`src/rtl/ddlt_defines.vh`:
```
// Constants for the double-rate read latency query table and its serial read port.
`ifndef DDLT_DEFINES_VH
`define DDLT_DEFINES_VH
`define DDLT_OFS_ID 8'h00
`define DDLT_OFS_LEN 8'h01
`define DDLT_OFS_ROWS 8'h02
`define DDLT_OFS_ROWLEN 8'h03
`define DDLT_OFS_HDR_F 8'h04
`define DDLT_OFS_HDR_C 8'h05
`define DDLT_OFS_FAST_3B 8'h06
`define DDLT_OFS_FAST_4B 8'h07
`define DDLT_OFS_DUAL_3B 8'h08
`define DDLT_OFS_DUAL_4B 8'h09
`define DDLT_OFS_QUAD_3B 8'h0a
`define DDLT_OFS_QUAD_4B 8'h0b
`define DDLT_OFS_FIRST_ROW 8'h0c
`define DDLT_OFS_LAST 8'h2b
`define DDLT_ID 8'h9a
`define DDLT_LEN 8'h2a
`define DDLT_ROWS 8'h05
`define DDLT_ROWLEN 8'h08
`define DDLT_HDR_F 8'h46
`define DDLT_HDR_C 8'h43
`define DDLT_FAST_3B 8'h0d
`define DDLT_FAST_4B 8'h0e
`define DDLT_DUAL_3B 8'hbd
`define DDLT_DUAL_4B 8'hbe
`define DDLT_QUAD_3B 8'hed
`define DDLT_QUAD_4B 8'hee
`define DDLT_FREQ_50 8'h32
`define DDLT_FREQ_66 8'h42
`define DDLT_CODE_11 8'h03
`define DDLT_CODE_00 8'h00
`define DDLT_CODE_01 8'h01
`define DDLT_CODE_10 8'h02
`define DDLT_MODE_NONE 8'h00
`define DDLT_MODE_QUAD 8'h01
`define DDLT_COL_FREQ 3'h0
`define DDLT_COL_CODE 3'h1
`define DDLT_COL_FAST_MODE 3'h2
`define DDLT_COL_FAST_LAT 3'h3
`define DDLT_COL_DUAL_MODE 3'h4
`define DDLT_COL_DUAL_LAT 3'h5
`define DDLT_COL_QUAD_MODE 3'h6
`define DDLT_COL_QUAD_LAT 3'h7
`define DDLT_ROW_11 3'h0
`define DDLT_ROW_00 3'h1
`define DDLT_ROW_01 3'h2
`define DDLT_ROW_10 3'h3
`define DDLT_SYNC_DESEL 2'h3
`define DDLT_ROW_MSB 3'h5
`define DDLT_ROW_LSB 3'h3
`define DDLT_COL_MSB 3'h2
`define DDLT_COL_LSB 3'h0
`define DDLT_FAST_LAT_11 8'h04
`define DDLT_DUAL_LAT_11 8'h04
`define DDLT_QUAD_LAT_11 8'h03
`define DDLT_FAST_LAT_00 8'h05
`define DDLT_DUAL_LAT_00 8'h06
`define DDLT_QUAD_LAT_00 8'h06
`define DDLT_FAST_LAT_01 8'h06
`define DDLT_DUAL_LAT_01 8'h07
`define DDLT_QUAD_LAT_01 8'h07
`define DDLT_FAST_LAT_10 8'h07
`define DDLT_DUAL_LAT_10 8'h08
`define DDLT_QUAD_LAT_10 8'h08
`define DDLT_BLANK 8'hff
`define DDLT_BITS_LAST 3'h7
`endif

```
`src/rtl/ddlt_top.v`:
```
// Serial read port that returns the double-rate latency query table byte by byte.
`timescale 1ns/1ps
`include "ddlt_defines.vh"
module ddlt_top (
  input wire clock,
  input wire reset_n,
  input wire link_sel_n,
  input wire link_clk,
  input wire link_din,
  output wire link_dout,
  output reg link_dout_oe
);
  localparam ST_IDLE = 2'h0;
  localparam ST_ADDR = 2'h1;
  localparam ST_DATA = 2'h2;

  reg [1:0] sel_sync;
  reg [1:0] clk_sync;
  reg [1:0] din_sync;
  reg clk_prev;
  reg [1:0] state;
  reg [2:0] bit_cnt;
  reg [7:0] offset;
  reg [7:0] out_shift;
  reg load_pending;
  wire [7:0] header_byte;
  wire [7:0] rel;
  wire [2:0] row;
  wire [2:0] col;
  reg [7:0] row_freq;
  reg [7:0] row_code;
  reg [7:0] fast_lat;
  reg [7:0] dual_lat;
  reg [7:0] quad_lat;
  reg [7:0] table_byte;
  wire sel_n;
  wire clk_rise;
  wire clk_fall;

  // Only the second stage of each synchroniser feeds logic, to keep metastability contained.
  assign sel_n = sel_sync[1];
  assign clk_rise = clk_sync[1] & ~clk_prev;
  assign clk_fall = ~clk_sync[1] & clk_prev;
  assign link_dout = out_shift[7];

  // Rows are eight bytes long, so the offset past the header splits into row and column.
  assign rel = offset - `DDLT_OFS_FIRST_ROW;
  assign row = rel[`DDLT_ROW_MSB:`DDLT_ROW_LSB];
  assign col = rel[`DDLT_COL_MSB:`DDLT_COL_LSB];

  ddlt_rom u_rom (
    .offset(offset),
    .data(header_byte)
  );

  // Rows beyond the fourth lie past the table and decode as erased bytes.
  always @*
  begin
    row_freq = `DDLT_BLANK;
    row_code = `DDLT_BLANK;
    fast_lat = `DDLT_BLANK;
    dual_lat = `DDLT_BLANK;
    quad_lat = `DDLT_BLANK;
    case (row)
      `DDLT_ROW_11:
      begin
        row_freq = `DDLT_FREQ_50;
        row_code = `DDLT_CODE_11;
        fast_lat = `DDLT_FAST_LAT_11;
        dual_lat = `DDLT_DUAL_LAT_11;
        quad_lat = `DDLT_QUAD_LAT_11;
      end
      `DDLT_ROW_00:
      begin
        row_freq = `DDLT_FREQ_66;
        row_code = `DDLT_CODE_00;
        fast_lat = `DDLT_FAST_LAT_00;
        dual_lat = `DDLT_DUAL_LAT_00;
        quad_lat = `DDLT_QUAD_LAT_00;
      end
      `DDLT_ROW_01:
      begin
        row_freq = `DDLT_FREQ_66;
        row_code = `DDLT_CODE_01;
        fast_lat = `DDLT_FAST_LAT_01;
        dual_lat = `DDLT_DUAL_LAT_01;
        quad_lat = `DDLT_QUAD_LAT_01;
      end
      `DDLT_ROW_10:
      begin
        row_freq = `DDLT_FREQ_66;
        row_code = `DDLT_CODE_10;
        fast_lat = `DDLT_FAST_LAT_10;
        dual_lat = `DDLT_DUAL_LAT_10;
        quad_lat = `DDLT_QUAD_LAT_10;
      end
      default: row_freq = `DDLT_BLANK;
    endcase
  end

  // Bytes past the parameter read as erased flash so a host never sees stale table data.
  always @*
  begin
    table_byte = `DDLT_BLANK;
    if (offset < `DDLT_OFS_FIRST_ROW)
      table_byte = header_byte;
    else if (offset <= `DDLT_OFS_LAST)
    begin
      case (col)
        `DDLT_COL_FREQ: table_byte = row_freq;
        `DDLT_COL_CODE: table_byte = row_code;
        `DDLT_COL_FAST_MODE: table_byte = `DDLT_MODE_NONE;
        `DDLT_COL_FAST_LAT: table_byte = fast_lat;
        `DDLT_COL_DUAL_MODE: table_byte = `DDLT_MODE_NONE;
        `DDLT_COL_DUAL_LAT: table_byte = dual_lat;
        `DDLT_COL_QUAD_MODE: table_byte = `DDLT_MODE_QUAD;
        `DDLT_COL_QUAD_LAT: table_byte = quad_lat;
        default: table_byte = `DDLT_BLANK;
      endcase
    end
  end

  always @(posedge clock)
  begin
    if (!reset_n)
    begin
      sel_sync <= `DDLT_SYNC_DESEL;
      clk_sync <= 2'h0;
      din_sync <= 2'h0;
      clk_prev <= 1'b0;
    end
    else
    begin
      sel_sync <= {sel_sync[0], link_sel_n};
      clk_sync <= {clk_sync[0], link_clk};
      din_sync <= {din_sync[0], link_din};
      clk_prev <= clk_sync[1];
    end
  end

  always @(posedge clock)
  begin
    if (!reset_n)
    begin
      state <= ST_IDLE;
      bit_cnt <= 3'h0;
      offset <= 8'h00;
      out_shift <= 8'h00;
      load_pending <= 1'b0;
      link_dout_oe <= 1'b0;
    end
    else if (sel_n)
    begin
      // A deselect at any bit abandons the frame, so a partial byte is simply dropped.
      state <= ST_IDLE;
      bit_cnt <= 3'h0;
      load_pending <= 1'b0;
      link_dout_oe <= 1'b0;
    end
    else
    begin
      case (state)
        ST_IDLE:
        begin
          state <= ST_ADDR;
          bit_cnt <= 3'h0;
        end
        ST_ADDR:
        begin
          if (clk_rise)
          begin
            offset <= {offset[6:0], din_sync[1]};
            bit_cnt <= bit_cnt + 3'h1;
            if (bit_cnt == `DDLT_BITS_LAST)
            begin
              state <= ST_DATA;
              load_pending <= 1'b1;
            end
          end
        end
        ST_DATA:
        begin
          // Bits change on falling edges so the host samples a settled bit on each rising edge.
          if (clk_fall)
          begin
            link_dout_oe <= 1'b1;
            load_pending <= 1'b0;
            if (load_pending)
              out_shift <= table_byte;
            else
              out_shift <= {out_shift[6:0], 1'b0};
          end
          if (clk_rise)
          begin
            bit_cnt <= bit_cnt + 3'h1;
            if (bit_cnt == `DDLT_BITS_LAST)
            begin
              // Reads run on through the table so one frame can fetch every row.
              offset <= offset + 8'h01;
              load_pending <= 1'b1;
            end
          end
        end
        default: state <= ST_IDLE;
      endcase
    end
  end
endmodule

```
`src/rtl/ddlt_rom.v`:
```
// Constant lookup of the header bytes of the double-rate latency table by relative byte offset.
`timescale 1ns/1ps
`include "ddlt_defines.vh"
module ddlt_rom (
  input wire [7:0] offset,
  output reg [7:0] data
);
  always @*
  begin
    case (offset)
      `DDLT_OFS_ID: data = `DDLT_ID;
      `DDLT_OFS_LEN: data = `DDLT_LEN;
      `DDLT_OFS_ROWS: data = `DDLT_ROWS;
      `DDLT_OFS_ROWLEN: data = `DDLT_ROWLEN;
      `DDLT_OFS_HDR_F: data = `DDLT_HDR_F;
      `DDLT_OFS_HDR_C: data = `DDLT_HDR_C;
      `DDLT_OFS_FAST_3B: data = `DDLT_FAST_3B;
      `DDLT_OFS_FAST_4B: data = `DDLT_FAST_4B;
      `DDLT_OFS_DUAL_3B: data = `DDLT_DUAL_3B;
      `DDLT_OFS_DUAL_4B: data = `DDLT_DUAL_4B;
      `DDLT_OFS_QUAD_3B: data = `DDLT_QUAD_3B;
      `DDLT_OFS_QUAD_4B: data = `DDLT_QUAD_4B;
      default: data = `DDLT_BLANK;
    endcase
  end
endmodule

```
`config.mk`:
```
export PLATFORM = sky130hd
export DESIGN_NAME = ddlt_top
export DESIGN_NICKNAME = d
export VERILOG_FILES = /design/src/rtl/ddlt_top.v /design/src/rtl/ddlt_rom.v
export VERILOG_INCLUDE_DIRS = /design/src /design/src/rtl
export SDC_FILE = /design/constraint.sdc
export NUM_CORES = 1
export LEC_CHECK = 0
export ABC_AREA = 1
export BUFFER_PORTS_ARGS = -buffer_cell sky130_fd_sc_hd__clkbuf_2
export CAP_MARGIN = 0
export CORE_ASPECT_RATIO = 0.6
export CORE_MARGIN = 1
export CORE_UTILIZATION = 33
export CTS_BUF_LIST = sky130_fd_sc_hd__clkbuf_16
export CTS_CLUSTER_SIZE = 14
export DETAILED_ROUTE_END_ITERATION = 8
export PLACE_DENSITY_LB_ADDON = 0.1
export REMOVE_ABC_BUFFERS = 1
export SLEW_MARGIN = 20
export SYNTH_ARGS = -nofsm -noshare
export SYNTH_HDL_FRONTEND = slang
export SYNTH_SLANG_ARGS = --single-unit
export TNS_END_PERCENT = 5
```
`constraint.sdc`:
```
create_clock -name clock -period 5.35 [get_ports clock]
set_input_delay 0.535 -clock clock [delete_from_list [all_inputs] [get_ports clock]]
set_output_delay 0.535 -clock clock [all_outputs]
set_load 0.01 [all_outputs]
```
==> flow_summary.yaml, run 1 <==
hold_path:
  hold_class: "reg2reg"
timing:
  period_needed_ns: 2.21
  hold_viol: 0
  tightest_slew_ns: 0.473
  setup_ws_ns: 3.14
  drv_slew: 0
  tns_ns: 0
  fmax_mhz: 453
  slew_headroom_pct: 68.5
  setup_viol: 0
  finalCritPeriodShare_pct: 41.3
  fin_skew_ns: 0.00546
  rsz0062_at_grt: "false"
finish:
  fin_cells: 434
  drive_above_1_share_pct: 10.1
  nNetsFinal: 368
  antennaDiodeCount: 0
  syn2layout_area_growth_pct: 10.9
  most-common-layout-cells: "nand2_1, dfxtp_1, inv_1, nor2_1, a21oi_1"
  final_common_cell: "nand2_1"
  post-route-util_pct: 37.9
power_and_ir_drop:
  p_int_uw: 461
  pwr-share-seq_pct: 49.0
  share_comb_of_total_power_pct: 3.1
  leakagePower_uw: 0.00116
  vdd_drop_max_mv: 0.0931
  switchingPower_uw: 128
  p_per_area_nw_per_um2: 233
  swShare_pct: 21.8
  clockPowerShare_pct: 47.9
die:
  coreArea_um2: 6680
  design.die.area_um2: 7270
  ios: 7
  die_x_um: 109
  dieHeight_um: 66.4
  rows: 23
  start_util_pct: 34.2
worst_setup_path:
  critPathArrivalTime_ns: 2.38
  endpoint_kind: "flop"
  cp_max_fo: 13
  path_class: "reg2reg"
  worst_ep_required_time_ns: 5.52
  critPathBufInv: 3
  critPathTopFamily: "adder cells"
  cp_slowest_cell: "ha_1"
  worstPathCellList: "inv_1 -> ha_1 -> inv_2 -> nand2_1 -> o21ai_0 -> o21ai_2 -> nand2_2 -> inv_1 -> ha_1 -> nand4_1 -> nand3_1 -> nand2_1"
  worstSetupStartpointType: "flop"
  max_stage_delay_ns: 0.45
routing:
  wl_mm: 5.49
  via_per_inst: 4.71
  antenna_left: 0
  drc_errors: 0
  drtIter0Drc: 104
  drtPass1Iterations: 4
  wire_per_inst_um: 12.7
  vias: 2046
synth:
  synth_area_per_cell_um2: 6.78
  synth_cell_types: 35
  synth_area_um2: 2280
  ys.flop_type: "dfxtp_1"
  async_reset_ff_share_pct: 0
  yosysSeqAreaShare_pct: 33.3
  syn-instance-count: 337
  ys_ff_latch: 38
  ys.warnings.count: 0
  synth-edff-count: 0
clock_network:
  ctsResizeCount: 0
  path_clk_slew_ns: 0.06
  cts_buffer_depth: 2
  h-tree-depth: 2
  cts_tree: "yes"
  cts_hold_buf: 0
  clkSinkCount: 38
  numCtsBuffers: 5
  root_buffer: "clkbuf_16"
  cts_setup_buffers: 0
  clock_latency_ns: 0.28
run:
  max_cap_violations: 0
placed_design:
  post-place-cells: 426
  dp.final_hpwl_mm: 4.27
  place.gp.congestion: 0.806
  pre_cts_ws_ns: 3.13
  port_buffers: 6
global_routing:
  overflow: 0
  grt_max_degree: 19
  antenna_found_initial: 0
  first_global_vias: 1791
  grt_pass1_wl_mm: 9.05
  grt_usage_pct: 17.0
status:
  status: "complete, no violations"
-- path summary, 6_finish.rpt --
path / from / endpoint / slack (ns) / depth (start not counted)
worst max register to register: state[0] / flop / 3.14 / 12
worst max-delay path: state[0] / flop / 3.14 / 12
worst min-delay path: clk_sync[0] / clk_sync[1] / 0.42 / 2
worst min register to register: clk_sync[0] / clk_sync[1] / 0.42 / 2
-- through the flow --
stage / total power (uW) / hold WS (ns) / instance area (um2)
global placement: 313 / 0.397 / 2390
finish: 589 / 0.415 / 2530
detailed placement: 313 / 0.401 / 2390
global route: 618 / 0.431 / 2530
floorplan: 305 / 0.390 / 2260
CTS: 599 / 0.416 / 2530
-- cells by family after synthesis --
kind of cell    count (synthesis)  synth area share [%]
fa+ha+maj                      17                  9.31
xor+xnor                        1                 0.384
buf+inv                        47                  8.33
compound gates                 55                  13.5
flops                          38                  33.3
simple gates                  179                  35.1
-- layout make-up --
cell class	count	area, um2
flip-flops and latches	38	761
multi-input cells	252	1330
fillers	722	4140
clock inverters	3	12.5
inverters	43	163
well taps	87	109
clock buffers	5	125
repair buffers	6	30.0
-- synth_stat cells, drive strengths merged (3+ instances only) --
| cell type | number | area, um2 |
|---|---|---|
| a21oi | 28 | 151 |
| buf | 3 | 23.8 |
| clkinv | 4 | 16.3 |
| dfxtp | 38 | 761 |
| ha | 17 | 213 |
| inv | 39 | 146 |
| nand2 | 108 | 438 |
| nand3 | 25 | 155 |
| nand4 | 6 | 37.5 |
| nor2 | 36 | 143 |
| o21ai | 19 | 98.9 |
| or2 | 3 | 18.8 |
-- per-layer routing --
| metal | wire length (um) | global-route usage [%] |
|---|---|---|
| met2 | 1960 | 21.7 |
| met5 | 0 | 0 |
| met1 | 3250 | 26.5 |
| met4 | 44 | 4.00 |
| met3 | 236 | 5.32 |
-- worst register-to-register path, delay by kind of cell, from the launching register on --
family / cells / cell delay [ns]
DFF: 1 / 0.32
and+or+nand+nor: 5 / 0.48
adders and majority gates: 2 / 0.63
AOI/OAI and AO/OA: 2 / 0.29
buffers and inverters: 3 / 0.37
-- power by group through the flow --
stage / Combinational, uW / Clock, uW / Sequential, uW
final: 18.4 / 282 / 288
after floorplan: 11.5 / 0 / 294
after CTS: 18.5 / 292 / 288
after global placement: 18.3 / 0 / 295
after detailed placement: 18.4 / 0 / 294
after global routing: 21.0 / 308 / 289
Power figures use the tool's default switching activity.
==> run 2, diff against run 1 <==
--- a/config.mk
+++ b/config.mk
@@ -6,7 +6,7 @@
 export SDC_FILE = /design/constraint.sdc
 export NUM_CORES = 1
 export LEC_CHECK = 0
-export ABC_AREA = 1
+export ABC_AREA = 0
 export BUFFER_PORTS_ARGS = -buffer_cell sky130_fd_sc_hd__clkbuf_2
 export CAP_MARGIN = 0
 export CORE_ASPECT_RATIO = 0.6
==> constraint.sdc (replaced) <==
create_clock -name clock -period 2.2 [get_ports clock]
set_input_delay 0.22 -clock clock [delete_from_list [all_inputs] [get_ports clock]]
set_output_delay 0.22 -clock clock [all_outputs]
set_load 0.01 [all_outputs]
==> run 2 against run 1 <==
Routed wire length is 8.0% higher. Sequential share of layout area is 3.2 points lower. Utilization is 4.5 points higher. Die area is 0.16% lower. Power grew to 2.6 times the previous value. Global-route usage is 1.3 points higher. Worst setup slack worse by 3.1 ns. Non-clock buffer count is 36 higher. Critical path depth is 3 lower. Largest cell class unchanged. Largest power group is now clock. Highest routed layer unchanged.
==> flow_summary.yaml, run 2 <==
status:
  status: "complete, no violations"
worst_setup_path:
  critPathArrivalTime_ns: 2.34
  cp_max_fo: 6
  endpoint_kind: "flop"
  worstSetupStartpointType: "flop"
  worst_ep_required_time_ns: 2.38
  path_class: "reg2reg"
placed_design:
  placed_area_um2: 2620
  dp.final_hpwl_mm: 4.62
  place.gp.congestion: 0.864
  post-place-cells: 397
  port_buffers: 6
routing:
  vias: 2016
  wire_per_inst_um: 14.7
  drc_errors: 0
  drtIter0Drc: 138
  drtPass1Iterations: 4
  via_per_inst: 4.99
  wl_mm: 5.93
  antenna_left: 0
synth:
  syn-instance-count: 281
  ys.flop_type: "dfxtp_1"
  synth_top_area_cell: "dfxtp_1"
  synth_area_um2: 2280
  synthTopCellsByArea: "dfxtp_1, ha_1, a21oi_1, nor2_1, o21ai_0"
  ys_ff_latch: 38
  synth-edff-count: 0
  async_reset_ff_share_pct: 0
  yosysMostFrequentCell: "dfxtp_1"
  yosys-top-cells-count: "dfxtp_1, nor2_1, nand2_1"
  synth_top_area_share_pct: 33.4
  ys.warnings.count: 0
  synth_area_per_cell_um2: 8.11
  synth_cell_types: 54
  yosysSeqAreaShare_pct: 33.4
global_routing:
  antenna_found_initial: 0
  overflow: 0
  first_global_vias: 1816
  met2_usage_pct: 21.7
  grt_max_degree: 20
  met3_usage_pct: 4.73
  grt_pass1_wl_mm: 9.67
  grt_usage_pct: 18.3
  top_usage_layer: "met1"
  use_met1_pct: 30.0
timing:
  hold_viol: 0
  fin_skew_ns: 0.00390
  setup_viol: 0
  tightest_slew_ns: 0.439
  drv_slew: 0
  fmax_mhz: 461
  period_needed_ns: 2.17
  rsz0062_at_grt: "true"
  finalCritPeriodShare_pct: 98.5
  holdWs_ns: 0.117
  slew_headroom_pct: 70.7
finish:
  fin_area_um2: 2830
  nNetsFinal: 339
  most-common-layout-cells: "dfxtp_1, buf_4, nor2_1, nand2_1, a21oi_1"
  syn2layout_area_growth_pct: 24.3
  final_common_cell: "dfxtp_1"
  antennaDiodeCount: 0
  fin_cells: 404
  drive_above_1_share_pct: 20.8
clock_network:
  root_buffer: "clkbuf_16"
  cts_setup_buffers: 0
  numCtsBuffers: 5
  cts_tree: "yes"
  cts_buffer_depth: 2
  path_clk_slew_ns: 0.05
  clkSinkCount: 38
  h-tree-depth: 2
  clock_latency_ns: 0.28
  cts_hold_buf: 0
die:
  design.die.area_um2: 7260
  die_x_um: 109
  ios: 7
  rows: 23
  start_util_pct: 34.1
  dieHeight_um: 66.4
  coreArea_um2: 6680
hold_path:
  hold_class: "in2reg"
run:
  max_cap_violations: 0
power_and_ir_drop:
  p_total_uw: 1540
  leakagePower_uw: 0.00120
  vdd_drop_max_mv: 0.291
  p_per_area_nw_per_um2: 544
run 2: cell count changes after synthesis, moves of 5 or more:
cell,before,now
and2_1,0,8
clkbuf_1,1,6
inv_1,34,18
mux2i_1,0,5
nand2_1,101,25
nand2b_1,0,9
nand3_1,22,5
nand4_1,6,1
nor2_1,35,30
nor3_1,0,8
o221ai_1,0,5
run 2: worst max-delay path, stage by stage, from the launching register on:
cell      delay (ns)
dfxtp_1         0.33
inv_1           0.09
ha_4            0.29
nand2b_4        0.07
a211o_4         0.35
a21oi_2         0.15
o221ai_2        0.16
buf_4           0.19
ha_1            0.18
a211o_1         0.25
run 2: metal layers:
metal / up-vias / part of all wire [%]
met5: - / 0
met4: 0 / 0.96
met3: 7 / 6.1
met2: 44 / 35
met1: 910 / 58
li1: 1055 / -
run 2: through the flow:
stage          setup TNS (ns)  utilization [%]  setup slack [ns]
5_1_grt                -0.229             42.4           -0.0976
3_3_place_gp          -0.0583             39.2           -0.0375
2_1_floorplan          -0.157                -           -0.0967
4_1_cts               -0.0215             41.9           -0.0215
6_report                    0             42.4            0.0330
3_5_place_dp           -0.131             39.2           -0.0534
run 2: layout make-up:
cell class	instances	area, um2
clock buffer	5	125
multi-input combinational	211	1430
timing repair buffer	42	300
fill	668	3840
inverter	19	71.3
tap	87	109
clock inverter	2	33.8
sequential	38	761
run 2: timing repair:
item	4_1_cts	5_1_grt
endpoints found under the setup margin	3	12
resized for setup	3	8
pin swaps	0	2
run 2: cells by family (layout without fill, tap and decap cells):
family	Yosys count	after routing	synth area share, %
compound gates	82	82	24.5
xor+xnor	5	5	1.92
fa+ha+maj	17	17	9.33
buf+inv	32	68	6.15
flops	38	38	33.4
mux	5	5	2.20
simple gates	102	102	22.5
run 2: final timing paths:
kind	slack, ns	from	to	cells past startpoint
setup / recovery	0.03	state[0]	flop	9
hold reg to reg	0.41	sel_sync[0]	sel_sync[1]	1
hold / removal	0.12	link_sel_n	sel_sync[0]	2
setup reg to reg	0.03	state[0]	flop	9
run 2: power breakdown:
part | internal [uW] | total, uW | switching, uW
logic | 19.2 | 42.9 | 23.6
registers | 696 | 700 | 4.03
clock network | 524 | 797 | 273
==> run 3, diff against run 2 <==
==> constraint.sdc (replaced) <==
create_clock -name clock -period 2.8 [get_ports clock]
set_input_delay 0.28 -clock clock [delete_from_list [all_inputs] [get_ports clock]]
set_output_delay 0.28 -clock clock [all_outputs]
set_load 0.01 [all_outputs]
==> run 3 against run 2 <==
Clock power is 30% lower. Power is 26% lower. First-iteration DRC count is 8.0% higher. Critical path depth stayed put. Sequential cell count stayed put. Sequential share of layout area is 3.2 points higher. Register-to-register slack better by 0.39 ns. Final area is 11% lower. Global-route usage is 1.0 points lower. Clock skew is 0.0086 ns higher. Combinational power is 32% lower.
==> flow_summary.yaml, run 3 (synthesis results as in run 2) <==
status:
  status: "complete, no violations"
clock_network:
  root_buffer: "clkbuf_16"
  clkSinkCount: 38
  clock_latency_ns: 0.29
  cts_hold_buf: 0
  cts_setup_buffers: 0
  numCtsBuffers: 5
  ctsResizeCount: 0
  cts_buffer_depth: 2
  h-tree-depth: 2
  cts_tree: "yes"
  path_clk_slew_ns: 0.06
die:
  start_util_pct: 34.1
  ios: 7
  design.die.area_um2: 7260
  rows: 23
  coreArea_um2: 6680
  die_x_um: 109
  dieHeight_um: 66.4
power_and_ir_drop:
  vdd_drop_max_mv: 0.210
  share_comb_of_total_power_pct: 2.6
  clockPowerShare_pct: 48.9
  pwr-share-seq_pct: 48.5
  switchingPower_uw: 250
  p_per_area_nw_per_um2: 449
  leakagePower_uw: 0.00101
  p_int_uw: 884
  p_total_uw: 1130
  swShare_pct: 22.1
finish:
  register_area_um2: 761
  fin_area_um2: 2530
  fill_cells: 725
  drive_above_1_share_pct: 9.76
  nNetsFinal: 308
  final_common_cell: "dfxtp_1"
  multi_input_area_um2: 1380
  syn2layout_area_growth_pct: 10.9
  antennaDiodeCount: 0
  most-common-layout-cells: "dfxtp_1, nor2_1, nand2_1, a21oi_1, o21ai_0"
timing:
  hold_viol: 0
  holdWs_ns: 0.176
  tns_ns: 0
  setup_viol: 0
  period_needed_ns: 2.38
  fmax_mhz: 420
  slew_headroom_pct: 58.3
  drv_slew: 0
  finalCritPeriodShare_pct: 85.1
  fin_skew_ns: 0.0125
  rsz0062_at_grt: "false"
  tightest_slew_ns: 0.624
global_routing:
  grt_pass1_wl_mm: 9.28
  first_global_vias: 1732
  antenna_found_initial: 0
  grt_usage_pct: 17.3
  grt_max_degree: 16
  overflow: 0
routing:
  vias: 1936
  via_per_inst: 5.18
  drtPass1Iterations: 4
  drc_errors: 0
  wl_mm: 5.69
  drtIter0Drc: 149
  wire_per_inst_um: 15.2
  antenna_left: 0
worst_setup_path:
  worstSetupStartpointType: "flop"
  endpoint_kind: "flop"
  cp_max_fo: 7
  path_class: "reg2reg"
  critPathArrivalTime_ns: 2.52
  worst_ep_required_time_ns: 2.94
placed_design:
  dp.final_hpwl_mm: 4.28
  place.gp.congestion: 0.814
  placed_area_um2: 2380
  port_buffers: 6
run:
  max_cap_violations: 0
hold_path:
  hold_class: "in2reg"
[run 3: metrics by stage]
stage / util [%] / cells / setup WS [ns]
CTS: 37.8 / 373 / 0.259
global route: 37.9 / 374 / 0.186
global placement: 35.6 / 365 / 0.323
detailed placement: 35.6 / 365 / 0.261
floorplan: - / 268 / 0.503
finish: 37.9 / 374 / 0.419
[run 3: worst paths after layout]
path | start | end | slack, ns | cells after the start
worst max-delay path | state[1] | flop | 0.42 | 9
worst min-delay path | link_sel_n | sel_sync[0] | 0.18 | 2
worst max register to register | state[1] | flop | 0.42 | 9
worst min register to register | sel_sync[0] | sel_sync[1] | 0.41 | 1
[run 3: cell type report]
class	instances	area share [%]
repair buffers	11	2.67
clock inverters	3	0.643
well taps	87	4.30
clock buffers	5	4.95
inverters	19	2.82
multi-input cells	211	54.5
flip-flops and latches	38	30.1
[run 3: critical path: stages, from the launching register on]
cell and delay [ns]:
dfxtp_1 0.35, inv_1 0.07, ha_1 0.34, nand2b_4 0.09, nor2_1 0.36, nor2_1 0.16
o221ai_2 0.33, ha_1 0.30, nor3_1 0.18, a21oi_1 0.06
[run 3: power by group through the flow]
stage               logic, uW  registers [uW]  clock network [uW]
floorplan                16.1             561                   0
detailed placement       29.3             563                   0
global route             32.4             551                 591
global placement         29.6             563                   0
finish                   29.2             551                 555
CTS                      29.4             551                 569
[run 3: per-layer routing]
metal / GRT usage (%) / part of all wire (%) / up-vias
li1: - / - / 994
met1: 28.5 / 58 / 888
met2: 19.8 / 35 / 50
met3: 4.53 / 6.0 / 4
met4: 5.50 / 0.63 / 0
met5: 0 / 0 / -
